File: src/asc_map.svh
// Purpose: Timing figures and pin constants of the SRAM cycle controller
// Assumes: Times in ns, system clock period given below
// Notes:   Counts are derived from the figures by ASC_NS2CYC
`ifndef ASC_MAP_SVH
`define ASC_MAP_SVH

// ********************************************************************
// Clock and synchroniser
// ********************************************************************
`define ASC_CLK_PERIOD_NS        10.0
`define ASC_SYNC_STAGES          2

// ********************************************************************
// Read timing, fast and slow grade
// ********************************************************************
`define ASC_T_ACCESS_FAST_NS     45.0
`define ASC_T_ACCESS_SLOW_NS     55.0
`define ASC_T_OE_ACCESS_FAST_NS  22.0
`define ASC_T_OE_ACCESS_SLOW_NS  25.0
`define ASC_T_ADDR_HOLD_NS       10.0
`define ASC_T_TURN_ON_NS         5.0
`define ASC_T_TURN_OFF_NS        18.0

// ********************************************************************
// Write timing, fast and slow grade
// ********************************************************************
`define ASC_T_WEND_FAST_NS       35.0
`define ASC_T_WEND_SLOW_NS       40.0
`define ASC_T_WDATA_SETUP_NS     25.0
`define ASC_T_WDATA_HOLD_NS      0.0
`define ASC_T_ADDR_START_NS      0.0
`define ASC_T_WOFF_FAST_NS       18.0
`define ASC_T_WOFF_SLOW_NS       20.0

// ********************************************************************
// Cycle time and retention
// ********************************************************************
`define ASC_T_CYCLE_FAST_NS      45.0
`define ASC_T_CYCLE_SLOW_NS      55.0
`define ASC_T_DESEL_RET_NS       0.0

// ********************************************************************
// Conversion and pin levels
// ********************************************************************
`define ASC_NS2CYC(t) ((int'($ceil((t) / `ASC_CLK_PERIOD_NS)) < 1) ? 1 : \
	int'($ceil((t) / `ASC_CLK_PERIOD_NS)))
`define ASC_LANES_OFF            2'h3

`endif

File: src/asc_pkg.sv
// Purpose: Types of the SRAM cycle controller
// Assumes: Nothing
// Notes:   Constants live in asc_map.svh
package asc_pkg;

	typedef enum logic [2:0] {
		ASC_IDLE,
		ASC_RD_ACCESS,
		ASC_RD_TURN,
		ASC_WR_SETUP,
		ASC_WR_PULSE,
		ASC_WR_HOLD,
		ASC_RETAIN,
		ASC_RECOVER
	} asc_state_t;

	typedef logic [1:0] asc_lane_t;

endpackage

File: src/asc_timer.sv
// Purpose: Down counter that times the multi-cycle phases of a memory cycle
// Assumes: Load and count run on the controller clock enable
// Notes:   done is high while the count is zero
module asc_timer #(
	parameter int TW = 4
) (
	input  wire logic          clk,
	input  wire logic          srst,
	input  wire logic          ce,
	input  wire logic          load,
	input  wire logic [TW-1:0] value,
	output logic               done
);

	if (TW < 1) begin : g_bad_tw
		$error("Timer width must be at least 1");
	end

	logic [TW-1:0] cnt_reg;

	// ****************************************************************
	// Counter
	// ****************************************************************
	always_ff @(posedge clk) begin
		if (srst) begin
			cnt_reg <= '0;
		end else if (ce) begin
			if (load) begin
				cnt_reg <= value;
			end else if (cnt_reg != '0) begin
				cnt_reg <= cnt_reg - TW'(1);
			end
		end
	end

	assign done = (cnt_reg == '0);

endmodule

File: src/asc_sram_ctrl.sv
// Purpose: Host controller driving an asynchronous ECC SRAM by its pins
// Assumes: 100 MHz clock, 16-bit two-lane memory, data and error pins
//          arrive unsynchronised
// Notes:   One access at a time; write is ended by write enable
// Behaviour
// - Write happens only while strobe, both selects and a lane overlap.
// - Write data is stable before and after the edge ending the write.
// - Address stable well before write end, held until write end.
// - Address valid no later than the start of the write.
// - Lane enable low long enough before write end.
// - Write data stable at least its setup time before write end.
// - Strobe pulse at least turn-off time plus data setup.
// - Deselect the memory before entering retention.
// - Retention may start at once after deselection.
// - Write enable stays high throughout every read.
module asc_sram_ctrl
	import asc_pkg::*;
#(
	parameter bit SLOW_GRADE = 1'b0,
	parameter int AW         = 20,
	parameter int DW         = 16,
	parameter int TW         = 4
) (
	input  wire logic          CLK_SYS,
	input  wire logic          SRST,
	input  wire logic          CE,
	input  wire logic          REQ_VALID,
	input  wire logic          REQ_WRITE,
	input  wire logic [AW-1:0] REQ_ADDR,
	input  wire logic [DW-1:0] REQ_WDATA,
	input  wire logic [1:0]    REQ_BE,
	output logic               REQ_READY,
	output logic               RSP_VALID,
	output logic [DW-1:0]      RSP_RDATA,
	output logic               RSP_ERR,
	input  wire logic          RET_REQ,
	output logic               RET_ACTIVE,
	output logic [AW-1:0]      MEM_ADDR,
	output logic               CHIP_SELECT_LOW_ACTIVE,
	output logic               CHIP_SELECT_HIGH_ACTIVE,
	output logic               UPPER_BYTE_LANE_N,
	output logic               LOWER_BYTE_LANE_N,
	output logic               WRITE_ENABLE_N,
	output logic               OUTPUT_ENABLE_N,
	input  wire logic [DW-1:0] MEM_DQ_I,
	output logic [DW-1:0]      MEM_DQ_O,
	output logic               MEM_DQ_OE,
	input  wire logic          MEM_ERR
);

	`include "asc_map.svh"

	// ****************************************************************
	// Phase lengths in cycles
	// ****************************************************************
	localparam int C_ACC_AA  = `ASC_NS2CYC(SLOW_GRADE ?
		`ASC_T_ACCESS_SLOW_NS : `ASC_T_ACCESS_FAST_NS);
	localparam int C_ACC_OE  = `ASC_NS2CYC(SLOW_GRADE ?
		`ASC_T_OE_ACCESS_SLOW_NS : `ASC_T_OE_ACCESS_FAST_NS);
	localparam int C_ACC     = (C_ACC_AA > C_ACC_OE) ? C_ACC_AA : C_ACC_OE;
	localparam int C_RD      = C_ACC + `ASC_SYNC_STAGES;
	localparam int C_TURN    = `ASC_NS2CYC(`ASC_T_TURN_OFF_NS);
	localparam int C_WEND    = `ASC_NS2CYC(SLOW_GRADE ?
		`ASC_T_WEND_SLOW_NS : `ASC_T_WEND_FAST_NS);
	localparam int C_WSET    = `ASC_NS2CYC(`ASC_T_WDATA_SETUP_NS);
	localparam int C_WOFF    = `ASC_NS2CYC((SLOW_GRADE ?
		`ASC_T_WOFF_SLOW_NS : `ASC_T_WOFF_FAST_NS) +
		`ASC_T_WDATA_SETUP_NS);
	localparam int C_CYC     = `ASC_NS2CYC(SLOW_GRADE ?
		`ASC_T_CYCLE_SLOW_NS : `ASC_T_CYCLE_FAST_NS);
	localparam int C_W1      = (C_WEND > C_WSET) ? C_WEND : C_WSET;
	localparam int C_W2      = (C_W1 > C_WOFF) ? C_W1 : C_WOFF;
	localparam int C_PULSE   = (C_W2 > C_CYC - 2) ? C_W2 : C_CYC - 2;

	// ****************************************************************
	// Elaboration checks
	// ****************************************************************
	if (DW != 16) begin : g_bad_dw
		$error("Data width must be 16 for two byte lanes");
	end
	if (AW < 1) begin : g_bad_aw
		$error("Address width must be at least 1");
	end
	if (C_RD > (1 << TW) || C_PULSE > (1 << TW) ||
		C_CYC > (1 << TW) || C_TURN > (1 << TW)) begin : g_bad_tw
		$error("Timer width too small for phase lengths");
	end

	// ****************************************************************
	// Declarations
	// ****************************************************************
	asc_state_t         state_reg;
	asc_state_t         state_next;
	logic               tmr_load;
	logic [TW-1:0]      tmr_value;
	logic               tmr_done;
	logic               accept;
	logic [DW-1:0]      dq_meta_reg;
	logic [DW-1:0]      dq_sync_reg;
	logic               err_meta_reg;
	logic               err_sync_reg;
	logic [DW-1:0]      rd_masked;
	asc_lane_t          be_reg;
	logic               ready_reg;
	logic               rsp_valid_reg;
	logic [DW-1:0]      rsp_rdata_reg;
	logic               rsp_err_reg;
	logic               ret_reg;
	logic [AW-1:0]      addr_reg;
	logic               cs_low_reg;
	logic               cs_high_reg;
	asc_lane_t          lane_n_reg;
	logic               we_n_reg;
	logic               oe_n_reg;
	logic [DW-1:0]      dq_o_reg;
	logic               dq_oe_reg;
	logic               sel_next;

	assign accept = REQ_VALID && ready_reg && !RET_REQ;

	// ****************************************************************
	// Pin synchroniser
	// ****************************************************************
	always_ff @(posedge CLK_SYS) begin
		if (SRST) begin
			dq_meta_reg  <= '0;
			dq_sync_reg  <= '0;
			err_meta_reg <= 1'b0;
			err_sync_reg <= 1'b0;
		end else if (CE) begin
			dq_meta_reg  <= MEM_DQ_I;
			dq_sync_reg  <= dq_meta_reg;
			err_meta_reg <= MEM_ERR;
			err_sync_reg <= err_meta_reg;
		end
	end

	for (genvar l = 0; l < 2; l++) begin : g_lane
		assign rd_masked[l*8 +: 8] = be_reg[l] ? dq_sync_reg[l*8 +: 8]
			: 8'h00;
	end

	// ****************************************************************
	// Phase sequencer
	// ****************************************************************
	always_comb begin
		state_next = state_reg;
		tmr_load   = 1'b0;
		tmr_value  = '0;
		unique case (state_reg)
			ASC_IDLE: begin
				if (RET_REQ) begin
					state_next = ASC_RETAIN;
				end else if (accept && REQ_WRITE) begin
					state_next = ASC_WR_SETUP;
				end else if (accept) begin
					state_next = ASC_RD_ACCESS;
					tmr_load   = 1'b1;
					tmr_value  = TW'(C_RD - 1);
				end
			end
			ASC_RD_ACCESS: begin
				if (tmr_done) begin
					state_next = ASC_RD_TURN;
					tmr_load   = 1'b1;
					tmr_value  = TW'(C_TURN - 1);
				end
			end
			ASC_RD_TURN: begin
				if (tmr_done) begin
					state_next = ASC_IDLE;
				end
			end
			ASC_WR_SETUP: begin
				state_next = ASC_WR_PULSE;
				tmr_load   = 1'b1;
				tmr_value  = TW'(C_PULSE - 1);
			end
			ASC_WR_PULSE: begin
				if (tmr_done) begin
					state_next = ASC_WR_HOLD;
				end
			end
			ASC_WR_HOLD: begin
				state_next = ASC_IDLE;
			end
			ASC_RETAIN: begin
				if (!RET_REQ) begin
					state_next = ASC_RECOVER;
					tmr_load   = 1'b1;
					tmr_value  = TW'(C_CYC - 1);
				end
			end
			ASC_RECOVER: begin
				if (tmr_done) begin
					state_next = ASC_IDLE;
				end
			end
		endcase
	end

	asc_timer #(
		.TW (TW)
	) u_timer (
		.clk   (CLK_SYS),
		.srst  (SRST),
		.ce    (CE),
		.load  (tmr_load),
		.value (tmr_value),
		.done  (tmr_done)
	);

	always_ff @(posedge CLK_SYS) begin
		if (SRST) begin
			state_reg <= ASC_RETAIN;
		end else if (CE) begin
			state_reg <= state_next;
		end
	end

	// ****************************************************************
	// User handshake and response
	// ****************************************************************
	always_ff @(posedge CLK_SYS) begin
		if (SRST) begin
			ready_reg     <= 1'b0;
			rsp_valid_reg <= 1'b0;
			rsp_rdata_reg <= '0;
			rsp_err_reg   <= 1'b0;
			ret_reg       <= 1'b0;
		end else if (CE) begin
			ready_reg     <= (state_next == ASC_IDLE) && !RET_REQ;
			rsp_valid_reg <= 1'b0;
			ret_reg       <= (state_next == ASC_RETAIN);
			if (state_reg == ASC_RD_ACCESS && tmr_done) begin
				rsp_valid_reg <= 1'b1;
				rsp_rdata_reg <= rd_masked;
				rsp_err_reg   <= err_sync_reg;
			end
		end
	end

	// ****************************************************************
	// Memory pins
	// ****************************************************************
	assign sel_next = (state_next == ASC_RD_ACCESS) ||
		(state_next == ASC_WR_SETUP) || (state_next == ASC_WR_PULSE) ||
		(state_next == ASC_WR_HOLD);

	always_ff @(posedge CLK_SYS) begin
		if (SRST) begin
			addr_reg    <= '0;
			be_reg      <= 2'h0;
			dq_o_reg    <= '0;
			cs_low_reg  <= 1'b1;
			cs_high_reg <= 1'b0;
			lane_n_reg  <= `ASC_LANES_OFF;
			we_n_reg    <= 1'b1;
			oe_n_reg    <= 1'b1;
			dq_oe_reg   <= 1'b0;
		end else if (CE) begin
			if (accept) begin
				addr_reg <= REQ_ADDR;
				be_reg   <= REQ_BE;
				dq_o_reg <= REQ_WDATA;
			end
			cs_low_reg  <= !sel_next;
			cs_high_reg <= sel_next;
			lane_n_reg  <= !sel_next ? `ASC_LANES_OFF
				: (accept ? ~REQ_BE : ~be_reg);
			we_n_reg    <= !(state_next == ASC_WR_PULSE);
			oe_n_reg    <= !(state_next == ASC_RD_ACCESS);
			dq_oe_reg   <= (state_next == ASC_WR_SETUP) ||
				(state_next == ASC_WR_PULSE) ||
				(state_next == ASC_WR_HOLD);
		end
	end

	assign REQ_READY               = ready_reg;
	assign RSP_VALID               = rsp_valid_reg;
	assign RSP_RDATA               = rsp_rdata_reg;
	assign RSP_ERR                 = rsp_err_reg;
	assign RET_ACTIVE              = ret_reg;
	assign MEM_ADDR                = addr_reg;
	assign CHIP_SELECT_LOW_ACTIVE  = cs_low_reg;
	assign CHIP_SELECT_HIGH_ACTIVE = cs_high_reg;
	assign UPPER_BYTE_LANE_N       = lane_n_reg[1];
	assign LOWER_BYTE_LANE_N       = lane_n_reg[0];
	assign WRITE_ENABLE_N          = we_n_reg;
	assign OUTPUT_ENABLE_N         = oe_n_reg;
	assign MEM_DQ_O                = dq_o_reg;
	assign MEM_DQ_OE               = dq_oe_reg;

endmodule

File: config.mk
export PLATFORM = sky130hd
export DESIGN_NAME = asc_sram_ctrl
export DESIGN_NICKNAME = d
export VERILOG_FILES = /design/src/asc_pkg.sv /design/src/asc_timer.sv /design/src/asc_sram_ctrl.sv
export VERILOG_INCLUDE_DIRS = /design/src
export SDC_FILE = /design/constraint.sdc
export NUM_CORES = 1
export LEC_CHECK = 0
export ABC_CLOCK_PERIOD_IN_PS = 6150
export BUFFER_PORTS_ARGS = -buffer_cell sky130_fd_sc_hd__buf_4
export CORE_MARGIN = 2
export CORE_UTILIZATION = 45
export DETAILED_ROUTE_END_ITERATION = 10
export PLACE_DENSITY = 0.71
export SKIP_LAST_GASP = 1
export SLEW_MARGIN = 10
export SYNTH_ARGS = -nofsm -noshare
export SYNTH_HDL_FRONTEND = slang
export SYNTH_SLANG_ARGS = --single-unit
File: constraint.sdc
create_clock -name CLK_SYS -period 6.15 [get_ports CLK_SYS]
set_clock_uncertainty 0.1 [all_clocks]
set_input_delay 0 -clock CLK_SYS [delete_from_list [all_inputs] [get_ports CLK_SYS]]
set_output_delay 0 -clock CLK_SYS [all_outputs]
set_load 0.01 [all_outputs]
Yosys cells after proc, flatten, opt, wreduce, memory -nomap -nowiden
Index checks and enable logic that the tools add are counted.
- output and inout bits: 63
- latch bits: 0
- bits in read-only memories: 0
- bits in writable memories: 0
- memories: 0
- flip-flop bits (word level): 106
- eq/ne operators: 12
- shifts and indexed selects: 0
- multipliers: 0
- div/mod/pow operators: 0
- reduce and logical (&&, ||, !) cells: 23
- add/sub/neg operators: 1
- magnitude comparators: 0
- multiplexer cells: 27
- bitwise operators: 2
- operators with widths (kind ; number):
    $mux 3 ; 11
    $eq 3x3->1 const B ; 7
    $pmux 3 s7 ; 1
    $mux 8 ; 2
    $pmux 3 s4 ; 1
    $eq 3x2->1 const B ; 3
    $mux 4 ; 2
    $mux 1 ; 7
    $eq 3x1->1 const B ; 2
    $logic_not 3->1 ; 2
    $reduce_and 2->1 ; 3
    $logic_and 1x1->1 ; 5
    $logic_or 1x1->1 ; 5
    $logic_not 1->1 ; 4
    $logic_not 4->1 ; 1
    $mux 2 ; 2
    $not 2->2 ; 2
    $pmux 1 s4 ; 1
    $reduce_bool 4->1 ; 1
    $sub 4x1->4 const B ; 1
    $reduce_bool 2->1 ; 1
    $reduce_or 2->1 ; 1

Longest topological paths before layout
Gate-level depths: netlist of the first run.
- depth in word-level cells: 11
- mapped depth: 8
- gate-level depth less buffers: 7

Modules after synthesis
Synthesis of the first run repeated with hierarchy kept, for this count alone.
- cells, all modules: 491
- area, all modules: 4320.4 um^2
- modules (own cells, without submodules) (module ; cells each ; area an instance (um^2) ; seq. area each (um^2) ; times used):
    asc_sram_ctrl ; 458 ; 4037.6 ; 2042.0 ; 1
    asc_timer ; 33 ; 282.8 ; 80.1 ; 1

Worst setup path after synthesis of the first run
No wires, ideal clock.
- path kind: register to register
- start: register u_timer.cnt_reg[0]
- end: register oe_n_reg (netlist: OUTPUT_ENABLE_N)
- data required time: 5930 ps
- clock period less this slack: 2106 ps
- setup slack: 4044 ps
- library setup time: 120 ps
- path buffers: 1
- stages on the path, launching flop included: 9
- arrival: 1886 ps
- path through: dfxtp_1 > inv_1 > ha_1 > or3b_1 > buf_6 > maj3_2 > a22oi_2 > a31oi_1 > or2_1
- longest elaborated chain between the ends: 5
- elaborated cells between the ends (all ways): 7
- classes of those cells: eq/ne: 1; mux: 4; reduce/logical: 2
- RTL lines (item ; line ; source):
    start: declaration ; asc_timer.sv:19 ; logic [TW-1:0] cnt_reg;
    start signal: assignment ; asc_timer.sv:29 ; cnt_reg <= value;
    start signal: assignment ; asc_timer.sv:31 ; cnt_reg <= cnt_reg - TW'(1);
    $logic_not 4->1 * ; asc_timer.sv:36 ; assign done = (cnt_reg == '0);
    $mux 3 (on tied branches) ; - ;
    $pmux 3 s7 * ; asc_sram_ctrl.sv:150 ; unique case (state_reg)
    $eq 3x1->1 * ; asc_sram_ctrl.sv:272 ; oe_n_reg <= !(state_next == ASC_RD_ACCESS);
    $logic_not 1->1 * ; asc_sram_ctrl.sv:272 ;
    end signal: assignment ; asc_sram_ctrl.sv:272 ;
    end: declaration ; asc_sram_ctrl.sv:114 ; logic oe_n_reg;
Every way passes the cells marked *; elsewhere a longest branch is shown, timed or not.
A chain may end at the register's enable or synchronous reset.

Worst setup path in the final report of the first run
- start: register u_timer.cnt_reg[0]
- end: register rsp_rdata_reg[2] (netlist: RSP_RDATA[2])
- longest elaborated chain between the ends: 3
- RTL lines (item ; line ; source):
    $logic_not 4->1 ; asc_timer.sv:36 ;
    $logic_and 1x1->1 ; asc_sram_ctrl.sv:235 ; if (state_reg == ASC_RD_ACCESS && tmr_done) begin
    $reduce_and 2->1 (no line) ; - ;
    end signal: assignment ; asc_sram_ctrl.sv:237 ; rsp_rdata_reg <= rd_masked;
    end: declaration ; asc_sram_ctrl.sv:106 ; logic [DW-1:0] rsp_rdata_reg;
Every way passes these cells.

==> reports/qor.log, run 1 <==
qor: timing.timing.final.hold_violations 0
qor: pwr.power.density 225.7 nW/um2
qor: setup_path.worstSetupStartpoint u_timer.cnt_reg[0]
qor: setup_path.critPathLaunchType flip-flop
qor: cts.h-tree-depth 3
qor: setup_path.rr_endpoint RSP_RDATA[2]
qor: drt.via_density 5.082
qor: setup_path.critical_path.slowest_cell nand4_1
qor: drt.number_of_nets_still_failing_antenna_checks_after_routing 0
qor: logic_synthesis.synthesis.yosys.warnings 0
qor: timing.slew_viol_final 0
qor: cells_and_area.area.sequential 2122 um2
qor: cts.cts_tree built
qor: floorplan.std_cell_rows 34
qor: cts.postCtsSetupBuffers 0
qor: setup_path.crit_required 6240 ps
qor: cells_and_area.layout.cells.most_common_list 123 x buf_4, 106 x dfxtp_1, 101 x nand2_1, 65 x a21oi_1, 56 x dlygate4sd3_1
qor: setup_path.worstSetupEndpointType flip-flop
qor: placed_design.placedInstanceArea 5027 um2
qor: timing.setup_viol_count_final 0
qor: floorplan.core_area 8806 um2
qor: pwr.vdd.ir_drop.worst 0.1402 mV
qor: cells_and_area.drive_gt1_share 22.97%
qor: floorplan.die_area 9972 um2
qor: drt.drt_first_pass_iters 5
qor: placed_design.cell_count_post_placement 676
qor: min_path.hold_path_class input pin to flip-flop
qor: logic_synthesis.synthesized_instance_count 482
qor: cts.cts_num_sinks 106
qor: pwr.power.static_leakage 2.397 nW
qor: global_routing.grt_first_pass_wirelength 16770 um
qor: setup_path.worst_r2r_path_depth 6
qor: cts.insertion_delay 360 ps
qor: logic_synthesis.synth_seq_area_share 51.32%
qor: job.maxCapViolCount 0
qor: setup_path.worstPathCellList inv_1 > ha_1 > nor3b_1 > nand4_1 > nand2_1 > a21oi_1
qor: global_routing.number_of_antenna_violations_at_the_first_check_in_global_routing 0
qor: placed_design.dp_hpwl 6419 um
qor: cts.cts_made_buffers 9
qor: drt.drc 0
qor: cts.clock_path_buffers 2
qor: cells_and_area.relative_area_change_from_synthesis_to_final_layout 39.39%
qor: cells_and_area.final_area 5764 um2
qor: cells_and_area.layout_commonest_cell buf_4
qor: cells_and_area.fillCellCount 711
qor: setup_path.timing.rr.start u_timer.cnt_reg[0]
qor: timing.timing.max_slew.rel_slack 29.00%
qor: cells_and_area.finish.net_count 697
qor: timing.min_period_over_period 38.92%
qor: setup_path.worstPathArrival 2490 ps
qor: placed_design.dp_slack 3746 ps
qor: logic_synthesis.postSynthRegisterBits 106
qor: global_routing.grt_overflow 0
qor: timing.tightest_slew 1065 ps
qor: cts.cts_root_buf clkbuf_8
qor: logic_synthesis.netlist-cell-type-count 45
qor: cells_and_area.stdcell_count 748
qor: logic_synthesis.syn-cell-area 4135 um2
qor: min_path.holdPathStages 4
qor: logic_synthesis.yosys_most_used_dff dfxtp_1
qor: floorplan.io_pins 124
qor: timing.rsz_0062_raised_after_global_routing false
qor: setup_path.cp_slowest_stage_delay 760 ps
qor: cells_and_area.max_reg_flops 20
qor: timing.final_setup_tns 0 ps
qor: drt.drt-wirelength-per-cell 14.01 um
qor: setup_path.critical_path.max_fanout 19
qor: placed_design.place_congestion 0.8202
qor: setup_path.worstSetupPathType flip-flop to flip-flop
qor: logic_synthesis.synth_edf_count 0
qor: global_routing.vias_in_the_first_global_route 3496
qor: drt.vias 3801
qor: global_routing.largest_net_degree_at_the_start_of_global_routing 109
qor: floorplan.start_util 46.96%
qor: placed_design.port_buffers 123
qor: logic_synthesis.mappedNetlistNets 544
qor: floorplan.chipWidth 99.86 um
qor: timing.worst_slack 3757 ps
qor: cells_and_area.antennaDiodeCount 0
qor: setup_path.worst-r2r-setup-slack 3760 ps
qor: timing.finalWorstPathRequiredPeriod 2393 ps
qor: outcome.outcome completed
qor: cells_and_area.multi_input_area 1824 um2
qor: logic_synthesis.post_synthesis_average_cell_area 8.579 um2
qor: drt.detail_route.iter0.violations 194
qor: floorplan.die_h 99.86 um
qor: timing.achievable-frequency 417.8 MHz
qor: cts.clkSlewWorstSetupHoldPaths 100 ps
qor: setup_path.crit_end RSP_RDATA[2]
qor: global_routing.track_usage 20.92%
qor: logic_synthesis.async_reset_ff_share 0%
qor: drt.wl 10480 um
[kinds of logic (layout without fill, tap and decap cells)]
kind of cell             Yosys count  after routing  synth area share, %
AND/OR/NAND/NOR                  196            196                20.97
multiplexers                      37             37                8.956
AO/OA/AOI/OAI                     97             97                13.52
flip-flops                       106            106                51.32
buffers and inverters             44            202                4.659
adder cells (fa/ha/maj)            2              2               0.5748
[timing repair]
action                                 CTS  global route
hold buffers                            56             0
endpoints found under the hold margin   59             0
resized for setup                        0             0
[cell usage after synthesis (2+ instances only)]
cell / instances / area share, %
o31a_1: 3 / 0.64
a21o_1: 2 / 0.36
a31oi_1: 7 / 1.1
buf_6: 3 / 0.82
nand2b_1: 3 / 0.45
mux2i_1: 37 / 9.0
o211ai_1: 2 / 0.36
nand3_1: 18 / 2.2
inv_1: 7 / 0.64
o21ai_0: 6 / 0.73
a21oi_1: 65 / 7.9
nand2_1: 102 / 9.3
dfxtp_1: 106 / 51
buf_1: 4 / 0.36
o21a_1: 2 / 0.36
nand4_1: 3 / 0.45
clkbuf_1: 26 / 2.4
o31ai_1: 3 / 0.54
or2_1: 2 / 0.30
buf_2: 4 / 0.48
nor3_1: 5 / 0.61
nor3b_1: 3 / 0.54
nor2_1: 47 / 4.3
[per-stage QoR]
step	util [%]	power [mW]	hold slack, ps
2_1_floorplan	-	0.8544	35.98
6_report	65.46	1.301	14.03
3_5_place_dp	57.09	0.9006	142.6
4_1_cts	65.42	1.309	6.657
5_1_grt	65.46	1.366	27.58
3_3_place_gp	57.09	0.8960	134.0
[area by class of cell]
type / count / share of cell area [%]
Multi-Input combinational cell: 332 / 31.65
Sequential cell: 106 / 36.81
Clock inverter: 5 / 0.7163
Tap cell: 108 / 2.344
Inverter: 7 / 0.4558
Clock buffer: 11 / 2.279
Timing Repair Buffer: 179 / 25.74
[where the power goes]
part | internal (mW) | total [mW] | switching, mW | leakage (nW)
Combinational | 0.102 | 0.189 | 0.0873 | 1.46
Clock | 0.150 | 0.385 | 0.235 | 0.0797
Sequential | 0.706 | 0.727 | 0.0203 | 0.860
[worst min-delay path by stage]
stage	slack, ps	end	startpoint
6_report	10	u_timer.cnt_reg[1]	REQ_WRITE
5_1_grt	30	u_timer.cnt_reg[1]	REQ_WRITE
4_1_cts	7	u_timer.cnt_reg[1]	REQ_WRITE
3_5_place_dp	140	dq_meta_reg[9]	MEM_DQ_I[9]
3_3_place_gp	130	dq_meta_reg[13]	MEM_DQ_I[13]
2_1_floorplan	40	MEM_ADDR[0]	REQ_ADDR[0]
[worst max-delay path, delay by kind of cell, from the launching register on]
family,cells,cell delay (ps)
DFF,1,340
and+or+nand+nor,3,1400
buffers and inverters,1,80
AOI/OAI and AO/OA,1,100
adders and majority gates,1,210
[routing by layer]
metal | track usage [%] | part of all wire (%)
met1 | 27.21 | 44
met2 | 32.95 | 47
met3 | 5.501 | 6.1
met4 | 9.062 | 2.8
met5 | 0 | 0
(Power assumes the default switching activity.)
==> inputs of run 2 (changes only) <==
Settings changed: ABC_CLOCK_PERIOD_IN_PS 6150 to 2200, PLACE_DENSITY 0.71 to 0.74.
Clock period 6.15 ns to 2.2 ns, I/O delays scaled along.
==> run 2 against run 1 <==
  * Global-route usage up 1.9 points
  * Clock-buffer cell count down 1
  * Final area up 5.1%
  * Sequential share of layout area down 1.8 points
  * Worst setup slack worse by 3600 ps
==> reports/qor.log, run 2 (synthesized netlist as in run 1, its figures left out) <==
qor: pwr.power.static_leakage 2.568 nW [was 2.397 nW]
qor: floorplan.io_pins 124 [unchanged]
qor: placed_design.dp_hpwl 6693 um [was 6419 um]
qor: cells_and_area.layout_commonest_cell buf_4 [unchanged]
qor: placed_design.cell_count_post_placement 687 [was 676]
qor: global_routing.largest_net_degree_at_the_start_of_global_routing 62 [was 109]
qor: cts.postCtsSetupBuffers 0 [unchanged]
qor: global_routing.vias_in_the_first_global_route 4000 [was 3496]
qor: floorplan.die_area 9972 um2 [unchanged]
qor: cts.cts_num_sinks 106 [unchanged]
qor: min_path.hold_path_class input pin to flip-flop [unchanged]
qor: setup_path.crit_required 2370 ps [was 6240 ps]
qor: pwr.power.density 629.4 nW/um2 [was 225.7 nW/um2]
qor: drt.drc 0 [unchanged]
qor: cts.cts_made_buffers 9 [unchanged]
qor: timing.rsz_0062_raised_after_global_routing true [was false]
qor: cells_and_area.relative_area_change_from_synthesis_to_final_layout 46.57% [was 39.39%]
qor: global_routing.grt_overflow 0 [unchanged]
qor: timing.setup_viol_count_final 0 [unchanged]
qor: setup_path.critical_path.max_fanout 5 [was 19]
qor: pwr.total_power 3.815 mW [was 1.301 mW]
qor: floorplan.std_cell_rows 34 [unchanged]
qor: global_routing.number_of_antenna_violations_at_the_first_check_in_global_routing 0 [unchanged]
qor: cells_and_area.drive_gt1_share 24.17% [was 22.97%]
qor: cts.cts_root_buf clkbuf_8 [unchanged]
qor: drt.drt_first_pass_iters 4 [was 5]
qor: timing.tightest_slew 599.5 ps [was 1065 ps]
qor: cells_and_area.antennaDiodeCount 0 [unchanged]
qor: placed_design.port_buffers 123 [unchanged]
qor: floorplan.start_util 46.96% [unchanged]
qor: drt.drt-wirelength-per-cell 14.69 um [was 14.01 um]
qor: drt.vias 3978 [was 3801]
qor: cts.h-tree-depth 3 [unchanged]
qor: global_routing.track_usage 22.85% [was 20.92%]
qor: floorplan.die_h 99.86 um [unchanged]
qor: global_routing.grt_first_pass_wirelength 18480 um [was 16770 um]
qor: drt.via_density 5.140 [was 5.082]
qor: setup_path.critPathLaunchType flip-flop [unchanged]
qor: pwr.vdd.ir_drop.worst 0.3647 mV [was 0.1402 mV]
qor: timing.finalWorstPathRequiredPeriod 2084 ps [was 2393 ps]
qor: cells_and_area.layout.cells.most_common_list 131 x buf_4, 105 x dfxtp_1, 102 x nand2_1, 71 x dlygate4sd3_1, 65 x a21oi_1 [was 123 x buf_4, 106 x dfxtp_1, 101 x nand2_1, 65 x a21oi_1, 56 x dlygate4sd3_1]
qor: timing.achievable-frequency 479.9 MHz [was 417.8 MHz]
qor: timing.timing.max_slew.rel_slack 60.03% [was 29.00%]
qor: drt.number_of_nets_still_failing_antenna_checks_after_routing 0 [unchanged]
qor: cells_and_area.max_reg_flops 20 [unchanged]
qor: cts.clock_path_buffers 2 [unchanged]
qor: setup_path.worstPathArrival 2250 ps [was 2490 ps]
qor: timing.slew_viol_final 0 [unchanged]
qor: setup_path.cp_slowest_stage_delay 390 ps [was 760 ps]
qor: cts.clkSlewWorstSetupHoldPaths 100 ps [about the same]
qor: cells_and_area.stdcell_count 774 [was 748]
qor: floorplan.chipWidth 99.86 um [unchanged]
qor: setup_path.critical_path.slowest_cell or3b_4 [was nand4_1]
qor: timing.min_period_over_period 94.71% [was 38.92%]
qor: cts.cts_tree built [unchanged]
qor: outcome.outcome completed [unchanged]
qor: job.maxCapViolCount 0 [unchanged]
qor: cts.insertion_delay 370 ps [was 360 ps]
qor: drt.wl 11370 um [was 10480 um]
qor: floorplan.core_area 8806 um2 [unchanged]
qor: setup_path.worstSetupEndpointType flip-flop [unchanged]
qor: setup_path.worstPathCellList inv_1 > ha_2 > or3b_4 > maj3_2 > a22oi_2 > a31oi_1 > or2_1 [was inv_1 > ha_1 > nor3b_1 > nand4_1 > nand2_1 > a21oi_1]
qor: timing.timing.final.hold_violations 0 [unchanged]
qor: setup_path.worstSetupPathType flip-flop to flip-flop [unchanged]
qor: drt.detail_route.iter0.violations 130 [was 194]
qor: cells_and_area.finish.net_count 723 [was 697]
qor: placed_design.place_congestion 0.8163 [was 0.8202]
[run 2: cell count changes in the layout (fill, tap and decap cells not counted), sizes merged]
cell	before	now
bufinv	0	1
clkbuf	11	10
buf	123	134
clkinv	3	2
inv	7	8
dlygate4sd3	56	71
[run 2: repair_timing]
item,in CTS,in global routing
hold buffers,71,0
hold endpoints to repair,66,0
endpoints found under the setup margin,0,15
gates resized for setup,0,7
[run 2: critical path: cells and delay by family, from the launching register on]
kind,cells,cell delay (ps)
AO/OA/AOI/OAI,2,360
adder cells (fa/ha/maj),2,520
buffers and inverters,1,80
flip-flops,1,340
AND/OR/NAND/NOR,2,600
[run 2: area by class of cell]
type / count / area, um2
flip-flops and latches: 106 / 2123
well taps: 108 / 135.1
repair buffers: 205 / 1754
multi-input cells: 332 / 1828
fillers: 679 / 2745
clock buffers: 10 / 127.6
inverters: 7 / 26.28
clock inverters: 6 / 66.31
[run 2: where the power goes]
part           leakage (nW)  internal [mW]  switching, mW
Sequential            0.861           1.98         0.0478
Clock                0.0942          0.531          0.673
Combinational          1.61          0.321          0.267
[run 2: path summary, 6_finish.rpt]
path	startpoint	endpoint	slack (ps)	cells past startpoint
hold reg to reg	RSP_RDATA[0]	RSP_RDATA[0]	360	2
hold / removal	REQ_VALID	MEM_DQ_OE	140	4
setup / recovery	u_timer.cnt_reg[0]	OUTPUT_ENABLE_N	120	7
setup reg to reg	u_timer.cnt_reg[0]	OUTPUT_ENABLE_N	120	7
[run 2: layer usage]
layer | global-route usage, % | up-vias | part of all wire, %
met3 | 4.944 | 31 | 5.2
li1 | - | 1985 | -
met5 | 0 | - | 0
met1 | 26.73 | 1843 | 42
met4 | 11.28 | 0 | 3.2
met2 | 39.66 | 119 | 49
[run 2: per-stage QoR]
stage          cell area [um2]  util, %  worst slack [ps]  TNS, ps  hold slack [ps]
2_1_floorplan             4135        -             94.20        0            35.98
3_3_place_gp              5135    58.31             136.5        0            134.8
3_5_place_dp              5135    58.31             86.51        0            143.6
4_1_cts                   6040    68.58             47.43        0            106.2
5_1_grt                   6061    68.83            -24.19   -24.19            167.3
6_report                  6061    68.83             116.3        0            143.1
